`config.mk`:
```
export PLATFORM = sky130hd
export DESIGN_NAME = timer_capture_compare_unit
export DESIGN_NICKNAME = d
export VERILOG_FILES = /design/src/ccu_pkg.sv /design/src/timer_capture_compare_unit.sv /design/src/ccu_edge_sync.sv
export SDC_FILE = /design/constraint.sdc
export NUM_CORES = 1
export LEC_CHECK = 0
export BUFFER_PORTS_ARGS = -buffer_cell sky130_fd_sc_hd__buf_2
export CAP_MARGIN = 15
export CORE_ASPECT_RATIO = 1.2
export CORE_MARGIN = 2
export CORE_UTILIZATION = 48
export DETAILED_ROUTE_END_ITERATION = 16
export PLACE_DENSITY = 0.8
export SYNTH_ARGS = -nofsm -noshare
export SYNTH_HDL_FRONTEND = slang
export SYNTH_SLANG_ARGS = --single-unit
```
`constraint.sdc`:
```
create_clock -name core_clk -period 2.2 [get_ports core_clk]
set_input_delay 0.33 -clock core_clk [delete_from_list [all_inputs] [get_ports core_clk]]
set_output_delay 0.33 -clock core_clk [all_outputs]
set_load 0.1 [all_outputs]
```
`src/ccu_pkg.sv`:
```
// constants for the timer capture/compare unit: register map, fields, modes
// assumes an apb slave at 32-bit data, one aligned word per register
//
// Behaviour
// - capture copies the whole 16-bit selected timer count into the value register
// - capture event: each falling, each rising, every 4th or every 16th rising edge
// - each capture sets the event flag; only software clears it
// - a new capture overwrites an unread earlier value, no overrun guard
// - edge detection watches the pin level even while the pin drives out
// - a status register bit (bit 2) selects timer a or timer b for the unit
// - prescaler counter held at zero when off or not capturing
// - prescale switch without going off keeps the count, may set the flag
// - compare mode continuously compares value register with the selected timer
// - on match drive high, low, toggle or keep pin; flag set same cycle
// - clearing control forces the compare output latch low
// - software-interrupt compare leaves pin, sets flag, raises irq when enabled
// - special event match resets the timer a count, acting as period register
// - special event also sets the adc go flag to start a conversion
// - capture codes: 0100 fall, 0101 rise, 0110 4th rise, 0111 16th rise
// - compare codes: 0010 toggle, 1000 set, 1001 clear, 1010 soft irq, 1011 special
// - mode 0000 turns the unit off and clears its prescaler and output latch; flag and value are kept
package ccu_pkg;
	localparam logic [11:0] ADDR_VALUE_LOW = 12'h000;
	localparam logic [11:0] ADDR_VALUE_HIGH = 12'h004;
	localparam logic [11:0] ADDR_CONTROL = 12'h008;
	localparam logic [11:0] ADDR_STATUS = 12'h00c;
	// status: bit0 event flag (write 1 to clear), bit1 irq enable, bit2 timer b select
	localparam int FLAG_BIT = 0;
	localparam int IRQ_EN_BIT = 1;
	localparam int TIMER_SEL_BIT = 2;
	localparam logic [7:0] CONTROL_RESET = 8'h00;
	localparam logic [15:0] VALUE_RESET = 16'h0000;
	localparam logic [3:0] MODE_OFF = 4'h0;
	localparam logic [3:0] MODE_CMP_TOGGLE = 4'h2;
	localparam logic [3:0] MODE_CAP_FALL = 4'h4;
	localparam logic [3:0] MODE_CAP_RISE = 4'h5;
	localparam logic [3:0] MODE_CAP_RISE4 = 4'h6;
	localparam logic [3:0] MODE_CAP_RISE16 = 4'h7;
	localparam logic [3:0] MODE_CMP_SET = 4'h8;
	localparam logic [3:0] MODE_CMP_CLEAR = 4'h9;
	localparam logic [3:0] MODE_CMP_SOFT = 4'ha;
	localparam logic [3:0] MODE_CMP_SPECIAL = 4'hb;
	localparam logic [3:0] PRESCALE_4 = 4'h3;
	localparam logic [3:0] PRESCALE_16 = 4'hf;
endpackage

```
`src/timer_capture_compare_unit.sv`:
```
// capture/compare unit with apb register access
// assumes timers run in the same clock domain; pin level fed back from the pad
module timer_capture_compare_unit (
	input wire logic core_clk,
	input wire logic resetn,
	input wire logic psel,
	input wire logic penable,
	input wire logic pwrite,
	input wire logic [11:0] paddr,
	input wire logic [31:0] pwdata,
	input wire logic [3:0] pstrb,
	output logic [31:0] prdata,
	output logic pready,
	output logic pslverr,
	input wire logic [15:0] timer_a_count,
	input wire logic [15:0] timer_b_count,
	input wire logic pin_level,
	output logic compare_out,
	output logic compare_drive,
	output logic timer_a_reset,
	output logic adc_go_set,
	output logic ccp_event_flag,
	output logic ccp_irq
);
	typedef struct packed {
		logic [7:0] control;
		logic [15:0] value;
		logic flag;
		logic irq_en;
		logic timer_sel;
		logic [3:0] prescale;
		logic out_latch;
		logic match_last;
		logic [31:0] rdata;
		logic special;
	} unit_state_t;
	unit_state_t state;
	unit_state_t next_state;

	logic rise;
	logic fall;
	logic [3:0] mode;
	logic capturing;
	logic comparing;
	logic cap_event;
	logic match_now;
	logic match_pulse;
	logic [15:0] timer_sel_count;
	logic wr;
	logic rd;

	// pin level sampled whatever the direction
	ccu_edge_sync pin_sync (
		.core_clk(core_clk),
		.resetn(resetn),
		.pin(pin_level),
		.rise(rise),
		.fall(fall)
	);

	assign mode = state.control[3:0];
	assign capturing = mode[3:2] == 2'b01;
	assign comparing = mode == ccu_pkg::MODE_CMP_TOGGLE || mode[3:2] == 2'b10;
	assign timer_sel_count = state.timer_sel ? timer_b_count : timer_a_count;
	assign wr = psel & penable & pwrite;
	assign rd = psel & ~penable & ~pwrite;

	always_comb begin
		cap_event = 1'b0;
		case (mode)
			ccu_pkg::MODE_CAP_FALL: cap_event = fall;
			ccu_pkg::MODE_CAP_RISE: cap_event = rise;
			ccu_pkg::MODE_CAP_RISE4: cap_event = rise && state.prescale[1:0] == ccu_pkg::PRESCALE_4[1:0];
			ccu_pkg::MODE_CAP_RISE16: cap_event = rise && state.prescale == ccu_pkg::PRESCALE_16;
			default: cap_event = 1'b0;
		endcase
	end

	// continuous compare; one flag per match entry
	assign match_now = comparing && state.value == timer_sel_count;
	assign match_pulse = match_now & ~state.match_last;

	always_comb begin
		next_state = state;
		next_state.match_last = match_now;
		next_state.special = 1'b0;
		if (!capturing) begin
			next_state.prescale = 4'h0;
		end else if (rise) begin
			next_state.prescale = state.prescale + 4'h1;
		end
		if (wr && paddr == ccu_pkg::ADDR_VALUE_LOW && pstrb[0]) begin
			next_state.value[7:0] = pwdata[7:0];
		end
		if (wr && paddr == ccu_pkg::ADDR_VALUE_HIGH && pstrb[0]) begin
			next_state.value[15:8] = pwdata[7:0];
		end
		if (wr && paddr == ccu_pkg::ADDR_CONTROL && pstrb[0]) begin
			next_state.control = pwdata[7:0];
			if (pwdata[3:0] == ccu_pkg::MODE_OFF) begin
				next_state.out_latch = 1'b0;
			end
		end
		if (wr && paddr == ccu_pkg::ADDR_STATUS && pstrb[0]) begin
			if (pwdata[ccu_pkg::FLAG_BIT]) begin
				next_state.flag = 1'b0;
			end
			next_state.irq_en = pwdata[ccu_pkg::IRQ_EN_BIT];
			next_state.timer_sel = pwdata[ccu_pkg::TIMER_SEL_BIT];
		end
		if (cap_event) begin
			next_state.value = timer_sel_count;
		end
		if (match_pulse) begin
			case (mode)
				ccu_pkg::MODE_CMP_TOGGLE: next_state.out_latch = ~state.out_latch;
				ccu_pkg::MODE_CMP_SET: next_state.out_latch = 1'b1;
				ccu_pkg::MODE_CMP_CLEAR: next_state.out_latch = 1'b0;
				ccu_pkg::MODE_CMP_SPECIAL: next_state.special = 1'b1;
				default: next_state.out_latch = state.out_latch;
			endcase
		end
		// hardware set wins over software clear
		if (cap_event || match_pulse) begin
			next_state.flag = 1'b1;
		end
		next_state.rdata = 32'h0000_0000;
		if (rd) begin
			case (paddr)
				ccu_pkg::ADDR_VALUE_LOW: next_state.rdata = {24'h000000, state.value[7:0]};
				ccu_pkg::ADDR_VALUE_HIGH: next_state.rdata = {24'h000000, state.value[15:8]};
				ccu_pkg::ADDR_CONTROL: next_state.rdata = {24'h000000, state.control};
				ccu_pkg::ADDR_STATUS:
					next_state.rdata = {29'h0, state.timer_sel, state.irq_en, state.flag};
				default: next_state.rdata = 32'h0000_0000;
			endcase
		end
	end

	always_ff @(posedge core_clk or negedge resetn) begin
		if (!resetn) begin
			state <= '0;
			state.control <= ccu_pkg::CONTROL_RESET;
			state.value <= ccu_pkg::VALUE_RESET;
		end else begin
			state <= next_state;
		end
	end

	assign prdata = state.rdata;
	assign pready = 1'b1;
	assign pslverr = psel && penable && !(paddr == ccu_pkg::ADDR_VALUE_LOW
		|| paddr == ccu_pkg::ADDR_VALUE_HIGH || paddr == ccu_pkg::ADDR_CONTROL
		|| paddr == ccu_pkg::ADDR_STATUS);
	assign compare_out = state.out_latch;
	// soft-irq and special modes hand the pin back to the port
	assign compare_drive = comparing && mode != ccu_pkg::MODE_CMP_SOFT
		&& mode != ccu_pkg::MODE_CMP_SPECIAL;
	assign timer_a_reset = state.special;
	assign adc_go_set = state.special;
	assign ccp_event_flag = state.flag;
	assign ccp_irq = state.flag & state.irq_en;

	// the toggle needs the two-cycle relation of match and latch
	a_match_sets_flag: assert property (@(posedge core_clk) disable iff (!resetn)
		match_pulse |=> state.flag) else $error("match did not set flag");
	a_capture_loads_value: assert property (@(posedge core_clk) disable iff (!resetn)
		cap_event |=> state.value == $past(timer_sel_count)) else $error("capture lost");
	a_prescale_idle_zero: assert property (@(posedge core_clk) disable iff (!resetn)
		!capturing |=> state.prescale == 4'h0) else $error("prescaler kept");
	a_off_latch_low: assert property (@(posedge core_clk) disable iff (!resetn)
		mode == ccu_pkg::MODE_OFF && !wr |=> !state.out_latch) else $error("latch not low");
	a_toggle_flips: assert property (@(posedge core_clk) disable iff (!resetn)
		match_pulse && mode == ccu_pkg::MODE_CMP_TOGGLE && !wr
		|=> compare_out != $past(compare_out)) else $error("toggle missed");
	a_special_pulse: assert property (@(posedge core_clk) disable iff (!resetn)
		match_pulse && mode == ccu_pkg::MODE_CMP_SPECIAL |=> timer_a_reset && adc_go_set)
		else $error("special trigger missing");
	a_soft_pin_kept: assert property (@(posedge core_clk) disable iff (!resetn)
		match_pulse && mode == ccu_pkg::MODE_CMP_SOFT && !wr |=> $stable(compare_out))
		else $error("soft mode moved pin");
	a_flag_sticky: assert property (@(posedge core_clk) disable iff (!resetn)
		state.flag && !wr |=> state.flag) else $error("flag cleared by hardware");
	a_rise16_count: assert property (@(posedge core_clk) disable iff (!resetn)
		cap_event && mode == ccu_pkg::MODE_CAP_RISE16 |-> state.prescale == 4'hf)
		else $error("16th edge miscounted");

	// capture side: event choice, flag and overwrite
	a_capture_sets_flag: assert property (@(posedge core_clk) disable iff (!resetn)
		cap_event |=> state.flag) else $error("capture left flag low");

	a_rise_captures: assert property (@(posedge core_clk) disable iff (!resetn)
		mode == ccu_pkg::MODE_CAP_RISE && rise |=> state.value == $past(timer_sel_count))
		else $error("rising edge not captured");

	a_fall_captures: assert property (@(posedge core_clk) disable iff (!resetn)
		mode == ccu_pkg::MODE_CAP_FALL && fall |=> state.value == $past(timer_sel_count))
		else $error("falling edge not captured");

	a_rise4_count: assert property (@(posedge core_clk) disable iff (!resetn)
		cap_event && mode == ccu_pkg::MODE_CAP_RISE4 |-> state.prescale[1:0] == 2'b11)
		else $error("4th edge miscounted");

	a_prescale_steps: assert property (@(posedge core_clk) disable iff (!resetn)
		capturing && rise |=> state.prescale == $past(state.prescale) + 4'h1)
		else $error("prescaler skipped a rise");

	a_no_capture_compare: assert property (@(posedge core_clk) disable iff (!resetn)
		comparing |-> !cap_event) else $error("capture in compare mode");

	a_capture_no_drive: assert property (@(posedge core_clk) disable iff (!resetn)
		capturing |-> !compare_drive) else $error("capture mode drives pin");

	// timer selection
	a_timer_a_used: assert property (@(posedge core_clk) disable iff (!resetn)
		!state.timer_sel |-> timer_sel_count == timer_a_count)
		else $error("timer a not selected");

	a_timer_b_used: assert property (@(posedge core_clk) disable iff (!resetn)
		state.timer_sel |-> timer_sel_count == timer_b_count)
		else $error("timer b not selected");

	// compare side: match, pin action and triggers
	a_match_equal: assert property (@(posedge core_clk) disable iff (!resetn)
		match_pulse |-> state.value == timer_sel_count) else $error("match without equal");

	a_match_entry_flag: assert property (@(posedge core_clk) disable iff (!resetn)
		comparing && state.value == timer_sel_count && !state.match_last |=> state.flag)
		else $error("match entry missed");

	a_match_once: assert property (@(posedge core_clk) disable iff (!resetn)
		match_pulse |=> !match_pulse) else $error("match flagged twice");

	a_set_high: assert property (@(posedge core_clk) disable iff (!resetn)
		match_pulse && mode == ccu_pkg::MODE_CMP_SET && !wr |=> compare_out)
		else $error("set mode left pin low");

	a_clear_low: assert property (@(posedge core_clk) disable iff (!resetn)
		match_pulse && mode == ccu_pkg::MODE_CMP_CLEAR && !wr |=> !compare_out)
		else $error("clear mode left pin high");

	a_set_drives: assert property (@(posedge core_clk) disable iff (!resetn)
		mode == ccu_pkg::MODE_CMP_SET |-> compare_drive) else $error("set mode not driving");

	a_soft_no_drive: assert property (@(posedge core_clk) disable iff (!resetn)
		mode == ccu_pkg::MODE_CMP_SOFT |-> !compare_drive) else $error("soft mode drives pin");

	a_special_adc: assert property (@(posedge core_clk) disable iff (!resetn)
		match_pulse && mode == ccu_pkg::MODE_CMP_SPECIAL |=> adc_go_set)
		else $error("adc start missing");

	a_special_single: assert property (@(posedge core_clk) disable iff (!resetn)
		timer_a_reset |=> !timer_a_reset) else $error("timer reset too long");

	a_special_cause: assert property (@(posedge core_clk) disable iff (!resetn)
		timer_a_reset |-> $past(match_pulse)) else $error("timer reset without match");

	// off state and software access
	a_off_quiet: assert property (@(posedge core_clk) disable iff (!resetn)
		mode == ccu_pkg::MODE_OFF |-> !cap_event && !match_pulse)
		else $error("event while off");

	a_off_write_low: assert property (@(posedge core_clk) disable iff (!resetn)
		wr && paddr == ccu_pkg::ADDR_CONTROL && pstrb[0] && pwdata[3:0] == ccu_pkg::MODE_OFF
		|=> !compare_out) else $error("off write kept latch");

	a_flag_sw_clear: assert property (@(posedge core_clk) disable iff (!resetn)
		wr && paddr == ccu_pkg::ADDR_STATUS && pstrb[0] && pwdata[ccu_pkg::FLAG_BIT]
		&& !cap_event && !match_pulse |=> !state.flag) else $error("flag not cleared");

	a_irq_gated: assert property (@(posedge core_clk) disable iff (!resetn)
		ccp_irq |-> state.irq_en && state.flag) else $error("irq not gated");

	a_irq_raised: assert property (@(posedge core_clk) disable iff (!resetn)
		state.flag && state.irq_en |-> ccp_irq) else $error("irq missing");

	a_read_flag: assert property (@(posedge core_clk) disable iff (!resetn)
		rd && paddr == ccu_pkg::ADDR_STATUS |=> prdata[0] == $past(state.flag))
		else $error("status read wrong");

	a_read_low: assert property (@(posedge core_clk) disable iff (!resetn)
		rd && paddr == ccu_pkg::ADDR_VALUE_LOW |=> prdata[7:0] == $past(state.value[7:0]))
		else $error("low byte read wrong");

	a_read_high: assert property (@(posedge core_clk) disable iff (!resetn)
		rd && paddr == ccu_pkg::ADDR_VALUE_HIGH |=> prdata[7:0] == $past(state.value[15:8]))
		else $error("high byte read wrong");
endmodule

```
`src/ccu_edge_sync.sv`:
```
// pin synchroniser with rise and fall pulses
// assumes the pin may be asynchronous to core_clk
module ccu_edge_sync (
	input wire logic core_clk,
	input wire logic resetn,
	input wire logic pin,
	output logic rise,
	output logic fall
);
	typedef struct packed {
		logic meta;
		logic sync;
		logic last;
	} sync_state_t;
	sync_state_t state;
	sync_state_t next_state;

	always_comb begin
		next_state.meta = pin;
		next_state.sync = state.meta;
		next_state.last = state.sync;
	end

	always_ff @(posedge core_clk or negedge resetn) begin
		if (!resetn) begin
			state <= '0;
		end else begin
			state <= next_state;
		end
	end

	assign rise = state.sync & ~state.last;
	assign fall = ~state.sync & state.last;
endmodule

```
==> summary.md, run 1 <==
| Metric | Value |
|---|---|
| Port bufs | 73 |
| Cell at the root of the clock tree | clkbuf_8 |
| Post-layout minimum cycle time | 2.070 ns |
| Placeable core region | 0.005668 mm2 |
| Cell internal power dissipation | 0.001614 W |
| Final cell count without fillers | 412 |
| Sum of routed wire length over all layers | 5836 um |
| RePlAce Congestion | 0.8429 |
| Multi-input logic area | 0.001440 mm2 |
| Worst Setup EP | compare_out |
| Drt via density | 4.983 |
| Area grow syn2layout | 15.69% |
| Insertion delay to the later sink of the worst-skew pair | 0.31 ns |
| Initial antenna violation count | 0 |
| Switching power of the nets | 0.0009807 W |
| Initial detailed-routing violation count | 135 |
| Fill cells | 490 |
| Synthesis-stage register bit count | 45 |
| Full die area | 0.006479 mm2 |
| Primary flip-flop cell chosen by synthesis mapping | dfrtp_1 |
| Total global routing overflow | 0 |
| Period utilisation layout | 0.9410 |
| Setup slack on the worst flop-to-flop path | 0.13 ns |
| Number of diodes | 0 |
| Peak ir drop on the vdd network | 0.4386 mV |
| Clock tree from TritonCTS | done |
| Die width | 73.82 um |
| Proportion of netlist area held by the largest area contributor | 0.4011 |
| Transition time at the pin with the least slew margin | 0.7324 ns |
| Fraction of power consumed by sequential logic | 0.465 |
| Initial core utilization | 0.4954 |
| Synthesis warning total | 0 |
| Skew final | 0.007260 ns |
| Maximum fanout along the worst path | 4 |
| Largest net degree at the start of global routing | 46 |
| Sink count of the clock tree | 45 |
| Share of total power consumed by net switching | 0.3780 |
| Wire per inst | 14.17 um |
| Result of the run | finished clean |
| Cell types with the highest counts after synthesis | 53 x mux2i_1, 45 x dfrtp_1, 34 x buf_4 |
| Total Neg Setup Slack | 0 ns |
| Site row count | 30 |
| Final number of setup-violating endpoints | 0 |
| Synth Area per Inst | 10.56 um2 |
| Iteration count of the initial detailed-routing pass | 4 |
| P_leak | 1.643 nW |
| Sequential element share of the synthesized area | 0.4011 |
| Cell types with the largest area share after synthesis | dfrtp_1 40%, mux2i_1 19%, buf_4 9.1% |
| Largest buffer count on any clock path | 2 |
| Max Clk Rate | 0.4831 GHz |
| Number of standard cells after synthesis | 266 |
| Number of max-cap violations | 0 |
| Total number of vias | 2053 |
| TritonCTS Buffers | 5 |
| Data arrival, critical path | 2.31 ns |
| Pwr dens | 798.8 mW/mm2 |
| Fraction of final layout cells sized beyond drive strength 1 | 0.3313 |
| Number of global-route vias before repair | 1919 |
| R2R cell count | 7 |
| Clock-pin slew on the worst setup and hold paths | 0.08 ns |
| Dominant cell type by area after synthesis | dfrtp_1 |
| Final HPWL from detailed placement | 4444 um |
| RSZ-0062 raised after global routing | no |
| Path class of the lowest-slack min-delay path | input port to flip-flop |
| Y dimension of the die | 87.78 um |
| Inst Count DP | 403 |
| Critical path endpoint category | flip-flop |
| Async SR Flop Fraction | 1.000 |
| Req. time, crit path | 2.44 ns |
| Number of pins with negative max-slew slack in the final report | 0 |
| Mapped Area | 0.002808 mm2 |
| CTS H-Tree Depth | 2 |
| Post-synth EDFFs | 0 |
| Combinational group share of total power | 0.337 |
| Relative slew slack | 0.5104 |
| Number of distinct library cells after synthesis | 39 |
| Worst Path Class, Setup | flip-flop to flip-flop |
| Global-route wire length before repair | 9156 um |
| Capturing point of the worst reg2reg path | compare_out |
| Total global routing track utilization | 0.1862 |
| Fin nets | 418 |
| Source of the critical timing path | state[39] |
| Top-count cell post-synth | mux2i_1 |
| Count of endpoints failing hold in the final timing report | 0 |
| Clock power share | 0.198 |
| DRC violation count after routing | 0 |
| Worst setup SP type | flip-flop |
| Area of all sequential standard cells | 0.001126 mm2 |
| IO Count | 126 |
| Crit Reg-Reg Startpoint | state[39] |
| Antenna Violating Nets Remaining | 0 |
==> cells in the final DEF, fill, tap and decap left out, types with 8 or more instances in the layout <==
master	instances
buf_2	73
mux2i_1	52
dfrtp_1	45
conb_1	25
nor2_1	23
xnor2_1	14
nand2_1	9
nor2b_1	8
a21oi_1	8
mux2_2	8
==> worst min-delay path by stage <==
stage,endpoint,cells past startpoint,from,slack [ns]
4_1_cts,pin_sync.next_state[1],1,pin_level,0.12
5_1_grt,pin_sync.next_state[1],1,pin_level,0.12
2_1_floorplan,adc_go_set,0,resetn,0.03
3_5_place_dp,pin_sync.next_state[1],2,resetn,0.33
6_report,pin_sync.next_state[1],1,pin_level,0.12
3_3_place_gp,pin_sync.next_state[1],2,resetn,0.32
==> sequential cells by signal, indices dropped and copies added, names as in the netlist <==
name	count
compare_out	1
prdata	8
pin_sync.next_state	2
adc_go_set	1
state	27
pin_sync.state	1
mode	4
ccp_event_flag	1
==> per-layer routing <==
layer,vias up,share of wire,wire (um),GRT usage
met1,983,0.41,2404,0.2342
met2,67,0.52,3008,0.3068
li1,992,-,-,-
met4,0,0.025,146,0.09421
met5,-,0,0,0
met3,11,0.047,277,0.03107
==> through the flow <==
stage                     worst slack [ns]  instance area [um2]  power, W    util  hold slack (ns)
final                               0.1299                 3248  0.002595  0.5731           0.1237
after global routing              0.006397                 3248  0.002730  0.5731           0.1247
after CTS                          0.06166                 3231  0.002587  0.5700           0.1236
after detailed placement           0.07813                 3134  0.002081  0.5530           0.3297
after global placement              0.1244                 3134  0.002043  0.5530           0.3226
after floorplan                    0.08161                 2897  0.001899       -          0.03441
==> power by group through the flow <==
stage	Combinational [W]	Clock [W]	Sequential (W)
6_report	0.000875	0.000513	0.00121
4_1_cts	0.000865	0.000521	0.00120
3_3_place_gp	0.000836	0	0.00121
2_1_floorplan	0.000727	0	0.00117
3_5_place_dp	0.000862	0	0.00122
5_1_grt	0.000958	0.000548	0.00122
==> worst max-delay path: stages, from the launching register on <==
cell	delay [ns]
dfrtp_1	0.41
buf_4	0.17
mux2i_1	0.16
a22o_2	0.28
nor4_1	0.29
nand3_1	0.19
or3_4	0.38
o22ai_1	0.11
==> cell type report <==
class,instances,share of cell area
clock inverters,3,0.005393
well taps,80,0.03082
multi-input cells,192,0.4434
clock buffers,5,0.02119
flip-flops and latches,45,0.3467
inverters,4,0.004622
repair buffers,83,0.1479
==> cells by family (layout without fill, tap and decap cells) <==
group,Yosys count,in the layout,synth area share
mux,66,66,0.2562
other cells,2,25,0.002675
buf+inv,52,95,0.1252
flops,45,45,0.4011
simple gates,66,66,0.1217
compound gates,18,18,0.03877
xor+xnor,16,16,0.04991
fa+ha+maj,1,1,0.004456
==> repair_timing <==
item	in CTS	in global routing
setup buffers	0	0
hold endpoints to repair	38	0
hold buffers	1	0
gates resized for setup	0	3
setup endpoints to repair	0	13
(Power assumes the default switching activity.)
==> run 2: changes to the inputs <==
--- a/config.mk
+++ b/config.mk
@@ -5,13 +5,13 @@
 export SDC_FILE = /design/constraint.sdc
 export NUM_CORES = 1
 export LEC_CHECK = 0
-export BUFFER_PORTS_ARGS = -buffer_cell sky130_fd_sc_hd__buf_2
 export CAP_MARGIN = 15
 export CORE_ASPECT_RATIO = 1.2
 export CORE_MARGIN = 2
-export CORE_UTILIZATION = 48
+export CORE_UTILIZATION = 50
 export DETAILED_ROUTE_END_ITERATION = 16
-export PLACE_DENSITY = 0.8
+export DONT_BUFFER_PORTS = 1
+export PLACE_DENSITY = 0.64
 export SYNTH_ARGS = -nofsm -noshare
 export SYNTH_HDL_FRONTEND = slang
 export SYNTH_SLANG_ARGS = --single-unit
==> run 2 against run 1 <==
Worst setup slack got worse by 0.030 ns. Clock power increased by 21%. Sequential share of layout area increased by 2.9 points. Highest routed layer unchanged. Largest power group unchanged.
==> summary.md, run 2 (same netlist as run 1, synthesis figures left out) <==
| Metric | Value |
|---|---|
| Clock tree from TritonCTS | done |
| Area grow syn2layout | 6.952% |
| Setup bufs post-CTS | 0 |
| Worst setup SP type | flip-flop |
| Final worst-path setup slack | 0.09973 ns |
| Source of the critical timing path | state[39] |
| Worst Setup EP | compare_out |
| CTS H-Tree Depth | 2 |
| Largest net degree at the start of global routing | 46 |
| Pwr dens | 881.8 mW/mm2 |
| Initial detailed-routing violation count | 100 |
| Number of pins with negative max-slew slack in the final report | 0 |
| Maximum fanout along the worst path | 14 |
| Placeable core region | 0.005370 mm2 |
| Skew final | 0.006000 ns |
| Initial core utilization | 0.5228 |
| Max Clk Rate | 0.4761 GHz |
| Relative slew slack | 0.6400 |
| Data arrival, critical path | 2.33 ns |
| Cell at the root of the clock tree | clkbuf_8 |
| Crit Reg-Reg Startpoint | state[39] |
| R2R cell count | 7 |
| Y dimension of the die | 86.09 um |
| Port bufs | 0 |
| Register bank with the most flops | state |
| Fraction of final layout cells sized beyond drive strength 1 | 0.1978 |
| Count of endpoints failing hold in the final timing report | 0 |
| Leading cell type in the layout, fill and taps excluded | mux2i_1 |
| Total Neg Setup Slack | 0 ns |
| Period utilisation layout | 0.9547 |
| Inst Count DP | 325 |
| Fin nets | 359 |
| Final number of setup-violating endpoints | 0 |
| Global-route wire length before repair | 9163 um |
| Final HPWL from detailed placement | 4307 um |
| TritonCTS Buffers | 5 |
| Site row count | 29 |
| Number of global-route vias before repair | 1835 |
| Peak ir drop on the vdd network | 0.7188 mV |
| Commonest cells after routing, fill and taps aside | 51 x mux2i_1, 44 x dfrtp_1, 25 x conb_1 |
| Initial antenna violation count | 0 |
| Insertion delay to the later sink of the worst-skew pair | 0.30 ns |
| Fill cells | 491 |
| Clock-pin slew on the worst setup and hold paths | 0.08 ns |
| Pre-CTS setup slack | 0.04279 ns |
| IO Count | 126 |
| Number of cells on the worst hold path | 0 |
| Sink count of the clock tree | 45 |
| Capturing point of the worst reg2reg path | compare_out |
| Total global routing track utilization | 0.1932 |
| Total number of vias | 1857 |
| Req. time, crit path | 2.43 ns |
| Setup slack on the worst flop-to-flop path | 0.1 ns |
| RePlAce Congestion | 0.8925 |
| P_leak | 1.424 nW |
| Number of diodes | 0 |
| Worst Path Class, Setup | flip-flop to flip-flop |
| Full die area | 0.006233 mm2 |
| Final cell count without fillers | 335 |
| DRC violation count after routing | 0 |
| Post-layout minimum cycle time | 2.100 ns |
| Largest buffer count on any clock path | 2 |
| Wire per inst | 17.14 um |
| Total global routing overflow | 0 |
| Transition time at the pin with the least slew margin | 0.5445 ns |
| Drt via density | 5.543 |
| Number of max-cap violations | 0 |
| Sum of routed wire length over all layers | 5743 um |
| Critical path endpoint category | flip-flop |
| Antenna Violating Nets Remaining | 0 |
| Result of the run | finished clean |
| Path class of the lowest-slack min-delay path | input port to flip-flop |
| Iteration count of the initial detailed-routing pass | 4 |
| Max FFs per register | 27 |
| Die width | 72.41 um |
[run 2: changes by cell type in the layout (fill, tap and decap cells not counted), sizes merged]
cell      before  now
buf           82   23
bufinv         0    1
clkbuf         5    6
clkinv         2    1
clkinvlp       1    0
[run 2: repair_timing]
action                                  in CTS  in global routing
endpoints found under the setup margin       0                  3
gates resized for setup                      0                  4
hold buffers                                 2                  0
endpoints found under the hold margin       45                  0
[run 2: metrics by stage]
step | utilization | hold slack [ns] | power, W | area (um2)
finish | 0.5592 | 0.04948 | 0.002648 | 3003
floorplan | - | 0.03441 | 0.001899 | 2897
global route | 0.5592 | 0.03080 | 0.002808 | 3003
global placement | 0.5287 | 0.03531 | 0.001983 | 2839
CTS | 0.5557 | 0.04175 | 0.002654 | 2984
detailed placement | 0.5287 | 0.03539 | 0.002007 | 2839
[run 2: worst min path at each step]
stage / start / to
2_1_floorplan: resetn / adc_go_set
3_3_place_gp: resetn / state[45]
3_5_place_dp: resetn / state[39]
4_1_cts: pin_level / pin_sync.next_state[1]
5_1_grt: pin_level / pin_sync.next_state[1]
6_report: pin_level / pin_sync.next_state[1]
[run 2: final cells by class]
type	count	area [um2]	share of cell area
clock inverter	2	35.03	0.01167
clock buffer	6	72.57	0.02417
tap	62	77.57	0.02583
sequential	45	1127	0.3754
inverter	4	15.01	0.005000
multi-input combinational	192	1448	0.4821
timing repair buffer	24	227.7	0.07583
[run 2: power by group]
part	leakage [nW]	total [W]	internal [W]	switching [W]
logic	0.810	0.000806	0.000342	0.000464
clock network	0.0552	0.000619	0.000337	0.000282
registers	0.559	0.00122	0.00102	0.000203
total	1.42	0.00265	0.00170	0.000949
[run 2: layer usage]
layer	GRT usage	share of wire	vias to the layer above
met5	0	0	-
met4	0.06734	0.020	0
met3	0.04113	0.053	8
met2	0.3294	0.52	62
met1	0.2415	0.41	915
li1	-	-	872
[run 2: worst max-delay path, stage by stage (launching register included)]
cell and delay [ns]:
dfrtp_1 0.37, buf_12 0.17, mux2i_2 0.31, o221ai_1 0.17, nor4_2 0.34, nand3_1 0.17, or3_4 0.38, o22ai_1 0.11
==> run 3: changes to the inputs <==
--- a/config.mk
+++ b/config.mk
@@ -5,6 +5,7 @@
 export SDC_FILE = /design/constraint.sdc
 export NUM_CORES = 1
 export LEC_CHECK = 0
+export ABC_AREA = 1
 export CAP_MARGIN = 15
 export CORE_ASPECT_RATIO = 1.2
 export CORE_MARGIN = 2
==> run 3 against run 2 <==
First-iteration DRC count is 17% higher. Fmax is 5.4% higher. Worst hold slack worse by 0.0074 ns. Critical path type is now flip-flop to primary output. Largest cell class unchanged.
==> summary.md, run 3 <==
| Metric | Value |
|---|---|
| Result of the run | finished clean |
| Worst hold slack after final layout | 0.04205 ns |
| Worst Path Class, Setup | flip-flop to primary output |
| Number of diodes | 0 |
| Setup slack on the worst flop-to-flop path | 0.31 ns |
| Iteration count of the initial detailed-routing pass | 5 |
| Synthesis warning total | 0 |
| Multi-input logic area | 0.001722 mm2 |
| Cell at the root of the clock tree | clkbuf_8 |
| Total number of vias | 2949 |
| Dominant cell type by area after synthesis | dfrtp_1 |
| Initial core utilization | 0.5156 |
| Mapped Area | 0.003303 mm2 |
| Cell types with the largest area share after synthesis | dfrtp_1 34%, nand2_1 18%, buf_4 8.2% |
| Number of max-cap violations | 0 |
| Final worst-path setup slack | 0.2082 ns |
| Pre-CTS setup slack | 0.3513 ns |
| DRC violation count after routing | 0 |
| Path class of the lowest-slack min-delay path | input port to flip-flop |
| Setup bufs post-CTS | 0 |
| CTS H-Tree Depth | 2 |
| Total global routing overflow | 0 |
| Peak ir drop on the vdd network | 0.3023 mV |
| Drt via density | 5.111 |
| Sum of routed wire length over all layers | 8171 um |
| Skew final | 0.01386 ns |
| Commonest cells after routing, fill and taps aside | 156 x nand2_1, 54 x inv_1, 44 x dfrtp_1 |
| Largest net degree at the start of global routing | 46 |
| Sequential element share of the synthesized area | 0.3409 |
| Clock tree from TritonCTS | done |
| Fill cells | 668 |
| Ordered cell list for the critical path | inv_1 -> nand3_1 -> o22a_1 -> a21oi_2 -> buf_4 |
| Initial detailed-routing violation count | 117 |
| Number of global-route vias before repair | 2811 |
| Register bank with the most flops | state |
| Hold path startpoint | pin_level |
| Total Neg Setup Slack | 0 ns |
| Synth Area per Inst | 6.925 um2 |
| Top-count cell post-synth | nand2_1 |
| Worst setup SP type | flip-flop |
| Proportion of netlist area held by the largest area contributor | 0.3409 |
| Post-layout minimum cycle time | 1.992 ns |
| P_leak | 1.786 nW |
| Antenna Violating Nets Remaining | 0 |
| DP Area | 0.003382 mm2 |
| Number of standard cells after synthesis | 477 |
| Insertion delay to the later sink of the worst-skew pair | 0.32 ns |
| Pwr dens | 512.5 mW/mm2 |
| Fin area | 0.003532 mm2 |
| Period utilisation layout | 0.9054 |
| Placeable core region | 0.006406 mm2 |
| Crit Reg-Reg Startpoint | state[39] |
| Cell types with the highest counts after synthesis | 156 x nand2_1, 54 x inv_1, 45 x dfrtp_1 |
| Sink count of the clock tree | 45 |
| Largest buffer count on any clock path | 2 |
| Req. time, crit path | 1.87 ns |
| Area of all sequential standard cells | 0.001127 mm2 |
| RSZ-0062 raised after global routing | no |
| Final number of setup-violating endpoints | 0 |
| Number of distinct library cells after synthesis | 34 |
| Critical path endpoint category | primary output |
| Synthesis-stage register bit count | 45 |
| Endpoint of the worst hold-timing path | pin_sync.next_state[1] |
| Maximum fanout along the worst path | 5 |
| Leading cell type in the layout, fill and taps excluded | nand2_1 |
| Die width | 78.20 um |
| Initial antenna violation count | 0 |
| Clock-pin slew on the worst setup and hold paths | 0.09 ns |
| Capturing point of the worst reg2reg path | compare_out |
| Async SR Flop Fraction | 1.000 |
| TritonCTS Buffers | 5 |
| Site row count | 32 |
| Fraction of final layout cells sized beyond drive strength 1 | 0.1585 |
| Full die area | 0.007275 mm2 |
| Data arrival, critical path | 1.66 ns |
| Transition time at the pin with the least slew margin | 0.5228 ns |
| Y dimension of the die | 93.04 um |
| Total global routing track utilization | 0.2373 |
| Area grow syn2layout | 6.932% |
| Fin nets | 578 |
| Source of the critical timing path | mode[0] |
| RePlAce Congestion | 0.8990 |
| IO Count | 126 |
| Primary flip-flop cell chosen by synthesis mapping | dfrtp_1 |
| Standard cell with the maximum stage delay on the critical path | dfrtp_1 |
| Post-synth EDFFs | 0 |
| Final HPWL from detailed placement | 6419 um |
| Stage delay of the slowest cell on the critical path | 0.44 ns |
| R2R cell count | 12 |
| Number of cells on the worst hold path | 0 |
| Wire per inst | 14.16 um |
| Max FFs per register | 27 |
| Number of pins with negative max-slew slack in the final report | 0 |
| Relative slew slack | 0.6525 |
| Count of endpoints failing hold in the final timing report | 0 |
| Global-route wire length before repair | 13320 um |
| Max Clk Rate | 0.5021 GHz |
| Port bufs | 0 |
-- run 3: changes by cell type in the layout (fill, tap and decap cells not counted), sizes merged, moves of 14 or more --
cell,before,now
nand2,9,175
inv,4,60
nor2,24,41
mux2i,55,0
o21ai,3,21
xnor2,14,0
nand3,5,48
-- run 3: final cells by class --
type | instances | area share
clock inverters | 3 | 0.01240
multi-input cells | 354 | 0.4874
clock buffers | 5 | 0.01948
inverters | 59 | 0.06270
flip-flops and latches | 45 | 0.3192
well taps | 85 | 0.03011
repair buffers | 26 | 0.06872
-- run 3: worst max-delay path by stage --
stage | end | cells past startpoint | slack (ns)
6_report | compare_drive | 5 | 0.21
2_1_floorplan | ccp_irq | 2 | 0.21
4_1_cts | compare_drive | 5 | 0.20
3_5_place_dp | compare_out | 12 | 0.35
5_1_grt | compare_drive | 5 | 0.11
3_3_place_gp | compare_out | 12 | 0.39
-- run 3: what timing repair did --
item | CTS | global route
hold endpoints to repair | 45 | 0
resized for setup | 0 | 0
hold buffers | 2 | 0
-- run 3: logic make-up (layout without fill, tap and decap cells) --
family                   Yosys count  after routing  share of synthesized area
adder cells (fa/ha/maj)            1              1                   0.003787
AND/OR/NAND/NOR                  278            278                     0.3920
AO/OA/AOI/OAI                     50             50                    0.09470
buffers and inverters            101             93                     0.1663
other                              2             25                   0.002274
flip-flops                        45             45                     0.3409
-- run 3: critical path, delay by kind of cell, from the launching register on --
family          cells  cell delay (ns)
simple gates        1             0.11
compound gates      2             0.37
flops               1             0.44
buf+inv             2             0.44
-- run 3: through the flow --
| stage | util | std cells | power, W |
|---|---|---|---|
| after floorplan | - | 500 | 0.001158 |
| after global placement | 0.5279 | 567 | 0.001140 |
| after detailed placement | 0.5279 | 567 | 0.001141 |
| after CTS | 0.5514 | 577 | 0.001819 |
| after global routing | 0.5514 | 577 | 0.001876 |
| final | 0.5514 | 577 | 0.001810 |
-- run 3: where the power goes --
part / switching, W / internal (W)
clock: 0.000320 / 0.000341
sequential: 0.00000166 / 0.000830
combinational: 0.000275 / 0.0000436
total: 0.000596 / 0.00121
-- run 3: layer usage --
layer  GRT usage  part of all wire  vias to the layer above
li1            -                 -                     1487
met3     0.04440             0.048                       18
met4     0.09795             0.029                        0
met5           0                 0                        -
met2      0.4174              0.52                       76
met1      0.2838              0.41                     1368
